===== src/inc/uart_ctl_pkg.sv =====
// Purpose: Shared constants and types for the serial port control block.
// Assumes: APB register access, one 32-bit word per register.
// Notes: Register byte address is four times the register index.
package uart_ctl_pkg;
	// Register indices and the byte address that each one takes.
	localparam logic [7:0] IDX_BAUD_HIGH = 8'h03;
	localparam logic [7:0] IDX_BAUD_LOW = 8'h09;
	localparam logic [7:0] IDX_CONTROL = 8'h0A;
	localparam logic [7:0] IDX_STATUS = 8'h0B;
	localparam logic [7:0] IDX_DATA = 8'h0C;
	localparam int ADDR_SHIFT = 2;
	localparam int ADDR_W = 10;

	// Status register fields.
	localparam int ST_RX_DONE = 7;
	localparam int ST_TX_DONE = 6;
	localparam int ST_TX_EMPTY = 5;
	localparam int ST_FRAME_ERR = 4;
	localparam int ST_OVERRUN = 3;
	localparam int ST_MULTIDROP = 0;

	// Control register fields.
	localparam int CT_RX_IRQ_EN = 7;
	localparam int CT_TX_IRQ_EN = 6;
	localparam int CT_EMPTY_IRQ_EN = 5;
	localparam int CT_RX_ON = 4;
	localparam int CT_TX_ON = 3;
	localparam int CT_NINE_BIT = 2;
	localparam int CT_RX_NINTH = 1;
	localparam int CT_TX_NINTH = 0;

	// Reset values and field widths.
	localparam logic [7:0] CONTROL_RST = 8'h00;
	localparam logic [7:0] BAUD_RST = 8'h00;
	localparam int BAUD_HIGH_W = 4;
	localparam int DIV_W_DOC = 12;

	// Oversampling and the three majority samples, counted from zero.
	localparam logic [3:0] OVS_LAST = 4'hF;
	localparam logic [3:0] SMP_A = 4'h7;
	localparam logic [3:0] SMP_B = 4'h8;
	localparam logic [3:0] SMP_C = 4'h9;

	// Frame lengths in bit times, start and stop included, and the receive end points.
	localparam logic [3:0] TX_BITS_EIGHT = 4'hA;
	localparam logic [3:0] TX_BITS_NINE = 4'hB;
	localparam logic [3:0] TX_BITS_LAST = 4'h1;
	localparam logic [3:0] RX_LAST_EIGHT = 4'h9;
	localparam logic [3:0] RX_LAST_NINE = 4'hA;
	localparam logic [3:0] RX_OVS_FIRST = 4'h1;

	typedef struct packed {
		logic psel;
		logic penable;
		logic pwrite;
		logic [ADDR_W-1:0] paddr;
		logic [31:0] pwdata;
	} apb_req_t;

	typedef enum {TX_IDLE, TX_SHIFT} tx_state_t;
	typedef enum {RX_IDLE, RX_BITS} rx_state_t;
endpackage


===== src/verilog/uart_control_and_baud_gen.sv =====
// Purpose: Control, status, baud generator, transmitter and receiver of an async serial port.
// Assumes: Receive pin is synchronous to ref_clk; pready is always high (zero wait states).
// Notes: Unmapped indices read zero; an unmapped index or unaligned address answers with pslverr.

module uart_control_and_baud_gen
	import uart_ctl_pkg::*;
#(
	parameter int DIV_W = DIV_W_DOC
) (
	// Clock and reset
	input wire logic ref_clk,
	input wire logic arst_n,
	// APB slave
	input wire apb_req_t apb_req,
	output logic [31:0] prdata,
	output logic pready,
	output logic pslverr,
	// Core interrupt side
	input wire logic global_irq_en,
	input wire logic tx_done_vec_ack,
	output logic rx_done_irq,
	output logic tx_done_irq,
	output logic tx_empty_irq,
	// Serial pins
	input wire logic rxd,
	output logic txd,
	output logic txd_oe
);
	if (DIV_W != DIV_W_DOC) begin : g_check
		$error("DIV_W must match the twelve-bit divisor layout");
	end

	logic wr_en;
	logic rd_en;
	logic [7:0] widx;
	logic [7:0] wdat;
	logic hit;
	logic data_wr;
	logic data_rd;
	logic [7:0] baud_high_q;
	logic [7:0] baud_low_q;
	logic [7:0] ctrl_q;
	logic [7:0] tx_buf_q;
	logic tx_ninth_q;
	logic tx_empty_q;
	logic tx_done_q;
	logic rx_done_q;
	logic frame_err_q;
	logic overrun_q;
	logic mdrop_q;
	logic [7:0] rx_data_q;
	logic rx_ninth_q;
	logic [DIV_W-1:0] div_cnt_q;
	logic tick;
	tx_state_t tx_st_q;
	logic [3:0] tx_ovs_q;
	logic [3:0] tx_bits_q;
	logic [10:0] tx_sh_q;
	logic tx_load;
	logic tx_bit_end;
	logic tx_finish;
	rx_state_t rx_st_q;
	logic [3:0] rx_ovs_q;
	logic [3:0] rx_bits_q;
	logic [8:0] rx_sh_q;
	logic [1:0] smp_q;
	logic maj;
	logic rx_decide;
	logic rx_last;
	logic rx_take;
	logic [7:0] rx_byte;
	logic rx_addr;
	logic nine;

	assign nine = ctrl_q[CT_NINE_BIT];
	assign wr_en = apb_req.psel & apb_req.penable & apb_req.pwrite;
	assign rd_en = apb_req.psel & apb_req.penable & ~apb_req.pwrite;
	assign widx = apb_req.paddr[ADDR_SHIFT +: 8];
	assign wdat = apb_req.pwdata[7:0];
	assign hit = (apb_req.paddr[ADDR_SHIFT-1:0] == '0) &&
		(widx == IDX_BAUD_HIGH || widx == IDX_BAUD_LOW || widx == IDX_CONTROL ||
		widx == IDX_STATUS || widx == IDX_DATA);
	assign data_wr = wr_en && hit && widx == IDX_DATA;
	assign data_rd = rd_en && hit && widx == IDX_DATA;
	assign pready = 1'b1;
	assign pslverr = apb_req.psel & apb_req.penable & ~hit;

	// Read data is registered so it is steady for the whole access phase.
	always_ff @(posedge ref_clk or negedge arst_n) begin
		if (!arst_n) begin
			prdata <= '0;
		end else if (apb_req.psel && !apb_req.penable && !apb_req.pwrite) begin
			prdata <= '0;
			case (widx)
				IDX_BAUD_HIGH: prdata[7:0] <= {4'h0, baud_high_q[3:0]};
				IDX_BAUD_LOW: prdata[7:0] <= baud_low_q;
				IDX_CONTROL: prdata[7:0] <= {ctrl_q[7:2], rx_ninth_q, 1'b0};
				IDX_STATUS: prdata[7:0] <= {rx_done_q, tx_done_q, tx_empty_q, frame_err_q,
					overrun_q, 2'b00, mdrop_q};
				IDX_DATA: prdata[7:0] <= rx_data_q;
				default: prdata <= '0;
			endcase
		end
	end

	// Control and divisor registers; the ninth transmit bit is write-only.
	always_ff @(posedge ref_clk or negedge arst_n) begin
		if (!arst_n) begin
			ctrl_q <= CONTROL_RST;
			baud_high_q <= BAUD_RST;
			baud_low_q <= BAUD_RST;
			tx_ninth_q <= 1'b0;
			mdrop_q <= 1'b0;
		end else if (wr_en && hit) begin
			case (widx)
				IDX_BAUD_HIGH: baud_high_q <= {4'h0, wdat[BAUD_HIGH_W-1:0]};
				IDX_BAUD_LOW: baud_low_q <= wdat;
				IDX_CONTROL: begin
					ctrl_q <= {wdat[7:2], 2'b00};
					tx_ninth_q <= wdat[CT_TX_NINTH];
				end
				IDX_STATUS: mdrop_q <= wdat[ST_MULTIDROP];
				default: ;
			endcase
		end
	end

	// Baud divider: one oversampling tick every divisor plus one clocks.
	always_ff @(posedge ref_clk or negedge arst_n) begin
		if (!arst_n) begin
			div_cnt_q <= '0;
		end else if (div_cnt_q >= {baud_high_q[BAUD_HIGH_W-1:0], baud_low_q}) begin
			div_cnt_q <= '0;
		end else begin
			div_cnt_q <= div_cnt_q + 1'b1;
		end
	end
	assign tick = (div_cnt_q >= {baud_high_q[BAUD_HIGH_W-1:0], baud_low_q});

	// Loading is held off during a data write so a fresh write is never lost.
	assign tx_load = ~tx_empty_q && ~data_wr &&
		((tx_st_q == TX_IDLE && ctrl_q[CT_TX_ON]) || tx_finish);
	assign tx_bit_end = (tx_st_q == TX_SHIFT) && tick && (tx_ovs_q == OVS_LAST);
	assign tx_finish = tx_bit_end && (tx_bits_q == TX_BITS_LAST);

	always_ff @(posedge ref_clk or negedge arst_n) begin
		if (!arst_n) begin
			tx_buf_q <= '0;
		end else if (data_wr) begin
			tx_buf_q <= wdat;
		end
	end

	always_ff @(posedge ref_clk or negedge arst_n) begin
		if (!arst_n) begin
			tx_empty_q <= 1'b1;
		end else if (tx_load) begin
			tx_empty_q <= 1'b1;
		end else if (data_wr) begin
			tx_empty_q <= 1'b0;
		end
	end

	// Transmit shifter: frame is start, data LSB first, optional ninth bit, stop.
	always_ff @(posedge ref_clk or negedge arst_n) begin
		if (!arst_n) begin
			tx_st_q <= TX_IDLE;
			tx_sh_q <= '1;
			tx_ovs_q <= '0;
			tx_bits_q <= '0;
		end else if (tx_load) begin
			tx_st_q <= TX_SHIFT;
			tx_ovs_q <= '0;
			if (nine) begin
				tx_sh_q <= {1'b1, tx_ninth_q, tx_buf_q, 1'b0};
				tx_bits_q <= TX_BITS_NINE;
			end else begin
				tx_sh_q <= {2'b11, tx_buf_q, 1'b0};
				tx_bits_q <= TX_BITS_EIGHT;
			end
		end else if (tx_finish) begin
			tx_st_q <= TX_IDLE;
			tx_sh_q <= '1;
		end else if (tx_st_q == TX_SHIFT && tick) begin
			tx_ovs_q <= tx_ovs_q + 1'b1;
			if (tx_bit_end) begin
				tx_sh_q <= {1'b1, tx_sh_q[10:1]};
				tx_bits_q <= tx_bits_q - 1'b1;
			end
		end
	end
	assign txd = tx_sh_q[0];
	assign txd_oe = ctrl_q[CT_TX_ON] | (tx_st_q == TX_SHIFT);

	// Transmit-complete: setting beats either clear.
	always_ff @(posedge ref_clk or negedge arst_n) begin
		if (!arst_n) begin
			tx_done_q <= 1'b0;
		end else if (tx_finish && tx_empty_q && ctrl_q[CT_RX_ON]) begin
			tx_done_q <= 1'b1;
		end else if (tx_done_vec_ack ||
			(wr_en && hit && widx == IDX_STATUS && wdat[ST_TX_DONE])) begin
			tx_done_q <= 1'b0;
		end
	end

	// Receiver: sample counter runs from the first low sample of the start bit.
	assign maj = (smp_q[0] & smp_q[1]) | (smp_q[0] & rxd) | (smp_q[1] & rxd);
	assign rx_decide = (rx_st_q == RX_BITS) && tick && (rx_ovs_q == SMP_C);
	assign rx_last = rx_bits_q == (nine ? RX_LAST_NINE : RX_LAST_EIGHT);

	always_ff @(posedge ref_clk or negedge arst_n) begin
		if (!arst_n) begin
			smp_q <= '0;
		end else if (tick && rx_st_q == RX_BITS && rx_ovs_q == SMP_A) begin
			smp_q[0] <= rxd;
		end else if (tick && rx_st_q == RX_BITS && rx_ovs_q == SMP_B) begin
			smp_q[1] <= rxd;
		end
	end

	always_ff @(posedge ref_clk or negedge arst_n) begin
		if (!arst_n) begin
			rx_st_q <= RX_IDLE;
			rx_ovs_q <= '0;
			rx_bits_q <= '0;
			rx_sh_q <= '0;
		end else if (!ctrl_q[CT_RX_ON]) begin
			rx_st_q <= RX_IDLE;
		end else if (tick) begin
			case (rx_st_q)
				RX_IDLE: begin
					if (!rxd) begin
						rx_st_q <= RX_BITS;
						rx_ovs_q <= RX_OVS_FIRST;
						rx_bits_q <= '0;
					end
				end
				RX_BITS: begin
					rx_ovs_q <= rx_ovs_q + 1'b1;
					if (rx_decide) begin
						rx_bits_q <= rx_bits_q + 1'b1;
						if (rx_bits_q == 4'h0 && maj) begin
							rx_st_q <= RX_IDLE;
						end else if (rx_last) begin
							rx_st_q <= RX_IDLE;
						end else if (rx_bits_q != 4'h0) begin
							rx_sh_q <= {maj, rx_sh_q[8:1]};
						end
					end
				end
				default: rx_st_q <= RX_IDLE;
			endcase
		end
	end

	assign rx_byte = nine ? rx_sh_q[7:0] : rx_sh_q[8:1];
	assign rx_addr = nine ? rx_sh_q[8] : maj;
	assign rx_take = rx_decide && rx_last && ctrl_q[CT_RX_ON] &&
		(!mdrop_q || rx_addr);

	// Character transfer into the data register, or an overrun if still unread.
	always_ff @(posedge ref_clk or negedge arst_n) begin
		if (!arst_n) begin
			rx_data_q <= '0;
			rx_ninth_q <= 1'b0;
			frame_err_q <= 1'b0;
			overrun_q <= 1'b0;
		end else if (rx_take) begin
			if (rx_done_q && !data_rd) begin
				overrun_q <= 1'b1;
			end else begin
				rx_data_q <= rx_byte;
				rx_ninth_q <= nine ? rx_sh_q[8] : rx_ninth_q;
				frame_err_q <= ~maj;
				overrun_q <= 1'b0;
			end
		end
	end

	always_ff @(posedge ref_clk or negedge arst_n) begin
		if (!arst_n) begin
			rx_done_q <= 1'b0;
		end else if (rx_take) begin
			rx_done_q <= 1'b1;
		end else if (data_rd) begin
			rx_done_q <= 1'b0;
		end
	end

	assign rx_done_irq = global_irq_en & ctrl_q[CT_RX_IRQ_EN] & rx_done_q;
	assign tx_done_irq = global_irq_en & ctrl_q[CT_TX_IRQ_EN] & tx_done_q;
	assign tx_empty_irq = global_irq_en & ctrl_q[CT_EMPTY_IRQ_EN] & tx_empty_q;
endmodule

===== config.mk =====
export PLATFORM = sky130hd
export DESIGN_NAME = uart_control_and_baud_gen
export DESIGN_NICKNAME = d
export VERILOG_FILES = /design/src/inc/uart_ctl_pkg.sv /design/src/verilog/uart_control_and_baud_gen.sv
export SDC_FILE = /design/constraint.sdc
export NUM_CORES = 1
export LEC_CHECK = 0
export ABC_AREA = 1
export BUFFER_PORTS_ARGS = -buffer_cell sky130_fd_sc_hd__buf_2
export CORE_MARGIN = 4
export CORE_UTILIZATION = 52
export DETAILED_ROUTE_END_ITERATION = 6
export HOLD_SLACK_MARGIN = 0.1
export PLACE_DENSITY = 0.8
export SYNTH_ARGS = -nofsm -noshare
export SYNTH_HDL_FRONTEND = slang
export SYNTH_SLANG_ARGS = --single-unit

===== constraint.sdc =====
create_clock -name ref_clk -period 2.3 [get_ports ref_clk]
set_clock_uncertainty 0.2 [all_clocks]
set_input_delay 0.115 -clock ref_clk [delete_from_list [all_inputs] [get_ports ref_clk]]
set_output_delay 0.115 -clock ref_clk [all_outputs]
set_load 0.005 [all_outputs]

==> results of run 1 <==
==> cells by family (layout without fill, tap and decap cells) <==
logic type / Yosys count / in the layout / share of synthesized area (%)
adder cells (fa/ha/maj): 21 / 21 / 4.67
XOR/XNOR: 7 / 7 / 1.09
other: 2 / 25 / 0.133
AND/OR/NAND/NOR: 324 / 326 / 25.4
AO/OA/AOI/OAI: 108 / 108 / 10.9
multiplexers: 3 / 3 / 0.600
buffers and inverters: 146 / 224 / 12.1
flip-flops: 101 / 101 / 45.1
==> layout by cell type (no fill, tap or decap), types with 3 or more instances in the layout <==
cell type	count
dlygate4sd3_1	18
nand2_8	3
clkbuf_8	11
nand4_1	14
a21oi_1	21
nor2_4	3
buf_6	8
conb_1	25
dfstp_2	11
nand2_2	26
nand2_4	9
o21ai_0	48
o21ai_2	11
o21ai_1	9
inv_2	4
mux2_2	3
buf_4	32
o211ai_1	4
ha_4	4
nand3_2	6
dfrtp_1	90
ha_1	17
nand3_1	31
nor2_1	33
buf_2	41
nor2_2	6
buf_12	3
nand2_1	172
o22ai_1	6
inv_1	99
xor2_1	6
nor3_1	12
==> sequential cells by signal, indices dropped and copies added (netlist names) <==
signal / flops
div_cnt_q: 12
tx_sh_q: 10
rx_sh_q: 9
baud_low_q: 8
prdata: 8
rx_data_q: 8
tx_buf_q: 8
ctrl_q: 6
baud_high_q: 4
rx_bits_q: 4
rx_ovs_q: 4
tx_bits_q: 4
tx_ovs_q: 4
smp_q: 2
frame_err_q: 1
mdrop_q: 1
overrun_q: 1
rx_done_q: 1
rx_ninth_q: 1
rx_st_q: 1
tx_done_q: 1
tx_empty_q: 1
tx_ninth_q: 1
tx_st_q: 1
==> path summary, 6_finish.rpt <==
kind,from,end,slack (ns),depth (start not counted)
max reg2reg,div_cnt_q[9]$_DFF_PN0_,rx_data_q[2]$_DFFE_PN0P_,-0.11,15
min,apb_req[33],tx_buf_q[6]$_DFFE_PN0P_,0.17,5
min in group asynchronous,arst_n,rx_data_q[5]$_DFFE_PN0P_,0.60,3
max in group asynchronous,arst_n,rx_sh_q[8]$_DFFE_PN0P_,0.58,4
max,div_cnt_q[9]$_DFF_PN0_,rx_data_q[2]$_DFFE_PN0P_,-0.11,15
min reg2reg,div_cnt_q[0]$_DFF_PN0_,div_cnt_q[0]$_DFF_PN0_,0.29,1
==> per-layer routing <==
| layer | part of all wire, % | track usage [%] | wire, µm |
|---|---|---|---|
| met1 | 41 | 27.5 | 5830 |
| met4 | 1.7 | 7.45 | 248 |
| met3 | 7.0 | 4.69 | 992 |
| met2 | 50 | 34.9 | 7170 |
| met5 | 0 | 0 | 0 |
==> power by group through the flow <==
stage	clock (W)	combinational, W	sequential, W
finish	0.00129	0.000142	0.00178
floorplan	0	0.0000628	0.00182
detailed placement	0	0.000117	0.00182
CTS	0.00130	0.000141	0.00178
global placement	0	0.000115	0.00182
global route	0.00138	0.000160	0.00178
==> worst min-delay path, stage by stage <==
cell and delay, ns:
buf_2 0.08, nor2_1 0.08, nand4_1 0.15, buf_4 0.19, o21ai_0 0.09
==> stage by stage <==
stage                     setup slack [ns]  power, W  instances  hold WS, ns
final                               -0.113   0.00321        951        0.166
after global routing                -0.253   0.00333        951        0.205
after CTS                          -0.0306   0.00323        940        0.138
after detailed placement           -0.0733   0.00193        900      -0.0708
after global placement              0.0272   0.00193        900      -0.0749
after floorplan                      0.126   0.00188        735       -0.381
==> repair_timing <==
item,4_1_cts,5_1_grt
buffers inserted,4,9
setup endpoints to repair,31,50
hold buffers,18,0
hold endpoints to repair,133,0
gates cloned,2,4
pin swaps,2,13
resized for setup,17,72
==> area by class of cell <==
cell class	count	area, µm²	share of cell area, %
multi-input cells	490	2790	40.3
flip-flops and latches	101	2540	36.6
clock inverters	4	70.1	1.01
inverters	104	393	5.66
well taps	136	170	2.45
clock buffers	12	155	2.24
repair buffers	104	816	11.8
==> run_results.csv, run 1 <==
group,metric,value,unit
run_status,status,"finished, violations left",
run_status,violations,"setup timing",
floorplan,core,10400,µm²
power,p_clk_share,40.1,%
drt,antenna_left,0,
worst_setup_path,critPathTopFamily,"simple AND/OR/NAND/NOR gates",
synthesis,synth_edf_count,0,
worst_setup_path,critPathArrivalTime,2.48,ns
clock_network,clock_sinks,101,
power,peakVddDrop,0.000247,V
synthesis,synth_most_common_cell,"nand2_1",
synthesis,synth_flop_cell,"dfrtp_1",
worst_setup_path,critical_path_peak_fanout,5,
layout,nNetsFinal,881,
drt,first_pass_iters,5,
power,switching_share,22.1,%
power,p_per_area,463,nW/µm²
floorplan,io_pins,89,
placed_design,routabilityCongestion,0.880,
layout,insertedDiodeCount,0,
global_route,grt_max_degree,43,
sta,report.final.slew_viol_count,0,
worst_setup_path,startpoint_type,"register",
synthesis,synth.distinct_cells,42,
sta,final_hold_viol_count,0,
clock_network,clkTransAtPathRegs,0.09,ns
worst_setup_path,cp.required,2.37,ns
layout,synthToLayoutAreaGrowth,23.2,%
sta,rsz0062_at_grt,"true",
floorplan,initial_core_util,54.0,%
sta,setup_slack,-0.113,ns
drt,drt_iter0_drc,488,
placed_design,io_buffers,39,
synthesis,synth_area,5630,µm²
layout,utilization,66.6,%
worst_setup_path,critPathMostFrequentCell,"nand2_2",
sta,fin_crit,2.41,ns
layout,nFillCells,789,
job,cap_violations,0,
synthesis,ys_ff_latch,101,
synthesis,synth_commonest_cells,"202 x nand2_1, 101 x inv_1, 90 x dfrtp_1",
clock_network,clkLatencyLatePin,0.37,ns
placed_design,post-dp-hpwl,9650,µm
synthesis,synth_top_area_share,40.0,%
floorplan,dieHeight,112,µm
worst_setup_path,cp_cell_sequence,"ha_4 > nand2_4 > nor2_4 > nand2_2 > nor2_2 > nand2_2 > nand2_4 > inv_4 > nor2_8 > nand3_4 > nor2_4 > buf_6 > nand2_2 > o21ai_2 > inv_1",
sta,slew_headroom,54.1,%
sta,setup_viol_count_final,40,
worst_setup_path,cpMaxStageDelayCell,"dfrtp_1",
hold_path,worstHoldPathType,"primary input to register",
clock_network,cts_buffer_depth,2,
power,p_comb_share,4.4,%
floorplan,die-area,12600,µm²
drt,vias_per_cell,5.39,
clock_network,ctsRootBufferMaster,"clkbuf_8",
drt,drc,0,
power,p_leak,3.83,nW
floorplan,dieWidth,112,µm
layout,drive_above_1_share,23.9,%
clock_network,cts_buffers,9,
sta,fin_crit_sh,105,%
floorplan,std_cell_rows,37,
placed_design,dpl_cell_area,6050,µm²
global_route,grt_overflow_total,0,
worst_setup_path,crit_buf_inv,3,
synthesis,synth_cells,712,
global_route,grt_first_pass_wirelength,21700,µm
power,p_int,0.00250,W
global_route,grt_pass1_vias,4767,
worst_setup_path,crit_type,"register to register",
layout,final_area,6940,µm²
synthesis,avgSynthCellArea,7.91,µm²
synthesis,async_reset_ff_share,100,%
drt,post_drt_wl_per_cell,15.0,µm
clock_network,cts_tree,"yes",
worst_setup_path,endpoint_kind,"register",
sta,tns,-2.77,ns
synthesis,synth.area.top_cells,"dfrtp_1 40%, nand2_1 13%, inv_1 6.7%",
power,pwr-share-seq,55.5,%
synthesis,synth_seq_area_share,45.1,%
sta,tightest_slew,0.689,ns
power,p_sw,0.000710,W
synthesis,yosysWarnings,0,
clock_network,htreeDepth,3,
global_route,grt_antenna_before_repair,0,
drt,drt_wl_total,14200,µm
global_route,grtUsageTotal,21.1,%
sta,clock.fmax,0.414,GHz
drt,vias,5129,
synthesis,synth_area_leader_cell,"dfrtp_1",
worst_setup_path,max_stage_delay,0.45,ns
(Power assumes the default switching activity.)
==> run 2: changes to the inputs <==
--- a/config.mk
+++ b/config.mk
@@ -11,7 +11,7 @@
 export CORE_UTILIZATION = 52
 export DETAILED_ROUTE_END_ITERATION = 6
 export HOLD_SLACK_MARGIN = 0.1
-export PLACE_DENSITY = 0.8
+export PLACE_DENSITY = 0.77
 export SYNTH_ARGS = -nofsm -noshare
 export SYNTH_HDL_FRONTEND = slang
 export SYNTH_SLANG_ARGS = --single-unit
==> run_results.csv, run 2 (synthesized netlist as in run 1, its figures left out) <==
group,metric,value,unit
clock_network,clkTransAtPathRegs,0.10,ns
global_route,grt_pass1_vias,4961,
drt,vias,5052,
layout,largest_reg_flops,12,
floorplan,std_cell_rows,37,
sta,fin_crit,2.39,ns
hold_path,worstHoldPathType,"primary input to register",
floorplan,dieHeight,112,µm
placed_design,routabilityCongestion,0.896,
global_route,grt_max_degree,73,
sta,clock.fmax,0.418,GHz
sta,setup_viol_count_final,37,
worst_setup_path,critical_path_peak_fanout,6,
run_status,status,"finished, violations left",
worst_setup_path,endpoint_kind,"register",
sta,fin_crit_sh,104,%
layout,layout_commonest_cell,"nand2_1",
global_route,grtUsageTotal,21.8,%
global_route,grt_overflow_total,0,
clock_network,ctsRootBufferMaster,"clkbuf_8",
power,peakVddDrop,0.000256,V
run_status,violations,"setup timing",
placed_design,dpl_cell_area,6090,µm²
worst_setup_path,r2r_slack,-0.09,ns
job,cap_violations,0,
clock_network,cts_buffers,9,
layout,nNetsFinal,885,
clock_network,clock_sinks,101,
clock_network,htreeDepth,3,
layout,final_area,6950,µm²
floorplan,die-area,12600,µm²
clock_network,cts_tree,"yes",
worst_setup_path,crit_type,"register to register",
layout,final_cell_mix,"183 x nand2_1, 95 x inv_1, 90 x dfrtp_1",
layout,reg_top3,"div_cnt_q x12, tx_sh_q x10, rx_sh_q x9",
layout,drive_above_1_share,23.0,%
floorplan,dieWidth,112,µm
layout,insertedDiodeCount,0,
placed_design,post-dp-hpwl,9540,µm
placed_design,io_buffers,39,
worst_setup_path,critPathArrivalTime,2.47,ns
sta,final_hold_viol_count,0,
sta,tightest_slew,0.770,ns
global_route,grt_antenna_before_repair,0,
drt,antenna_left,0,
sta,report.final.slew_viol_count,0,
power,p_leak,3.84,nW
drt,post_drt_wl_per_cell,14.8,µm
floorplan,io_pins,89,
drt,drt_iter0_drc,397,
floorplan,core,10400,µm²
layout,synthToLayoutAreaGrowth,23.5,%
worst_setup_path,startpoint_type,"register",
layout,regMostFlops,"div_cnt_q",
clock_network,cts_buffer_depth,2,
global_route,grt_first_pass_wirelength,22700,µm
drt,drc,0,
power,p_per_area,440,nW/µm²
worst_setup_path,cp.required,2.37,ns
drt,first_pass_iters,5,
sta,slew_headroom,48.7,%
drt,drt_wl_total,14100,µm
clock_network,clkLatencyLatePin,0.36,ns
sta,setup_slack,-0.0950,ns
drt,vias_per_cell,5.29,
power,total_power,0.00306,W
floorplan,initial_core_util,54.0,%
sta,rsz0062_at_grt,"true",
-- run 2: layout make-up --
type / instances / area [µm²]
multi-input combinational: 490 / 2790
clock inverter: 4 / 47.5
clock buffer: 12 / 145
tap: 136 / 170
timing repair buffer: 108 / 866
fill: 771 / 3460
sequential: 101 / 2540
inverter: 104 / 395
-- run 2: power by group --
group / internal, W / leakage (nW) / total [W] / switching [W]
registers: 0.00178 / 1.20 / 0.00178 / 0.00000236
logic: 0.0000552 / 2.55 / 0.000147 / 0.0000920
clock network: 0.000531 / 0.0964 / 0.00113 / 0.000600
-- run 2: through the flow --
step / TNS [ns] / setup WS (ns) / hold WS, ns / cells / utilization [%]
floorplan: 0 / 0.126 / -0.381 / 735 / -
detailed placement: -0.669 / -0.0659 / -0.124 / 904 / 58.5
global route: -6.64 / -0.229 / 0.164 / 955 / 66.7
global placement: -0.0181 / -0.0181 / -0.130 / 904 / 58.5
CTS: -0.0176 / -0.00895 / 0.155 / 945 / 63.4
finish: -1.79 / -0.0950 / 0.161 / 955 / 66.7
-- run 2: layer usage --
layer / part of all wire [%] / GRT usage, % / wire, µm
met5: 0 / 0 / 0
met4: 2.2 / 7.45 / 307
met3: 5.4 / 4.31 / 766
met2: 49 / 36.6 / 6910
met1: 43 / 28.5 / 6120
-- run 2: timing repair --
action                                 in CTS  in global routing
endpoints found under the hold margin     131                  0
hold buffers                               19                  0
pin swaps                                   3                 13
gates resized for setup                    16                 63
cloned                                      0                  3
setup buffers                               6                  7
setup endpoints to repair                  34                 46
-- run 2: worst max-delay path, cell delays in order, from the launching register on --
cell and delay [ns]:
dfrtp_1 0.43, ha_4 0.29, nand2_4 0.06, nor2_4 0.12, nand2_2 0.07, nor2_1 0.08, nand2_1 0.09, nand2_4 0.16
inv_4 0.07, nor2_8 0.13, nand2_4 0.08, nor2_8 0.11, buf_12 0.15, nand2_8 0.07, nand2_1 0.13, o21ai_2 0.06
-- run 2: path summary, 6_finish.rpt --
path	from	to	cells after the start
worst max-delay path	div_cnt_q[10]$_DFF_PN0_	rx_sh_q[2]$_DFFE_PN0P_	15
worst min-delay path	apb_req[33]	tx_buf_q[6]$_DFFE_PN0P_	5
worst max register to register	div_cnt_q[10]$_DFF_PN0_	rx_sh_q[2]$_DFFE_PN0P_	15
worst min register to register	tx_sh_q[3]$_DFFE_PN1P_	tx_sh_q[3]$_DFFE_PN1P_	2
max in group asynchronous	arst_n	tx_sh_q[3]$_DFFE_PN1P_	4
min in group asynchronous	arst_n	rx_data_q[3]$_DFFE_PN0P_	4
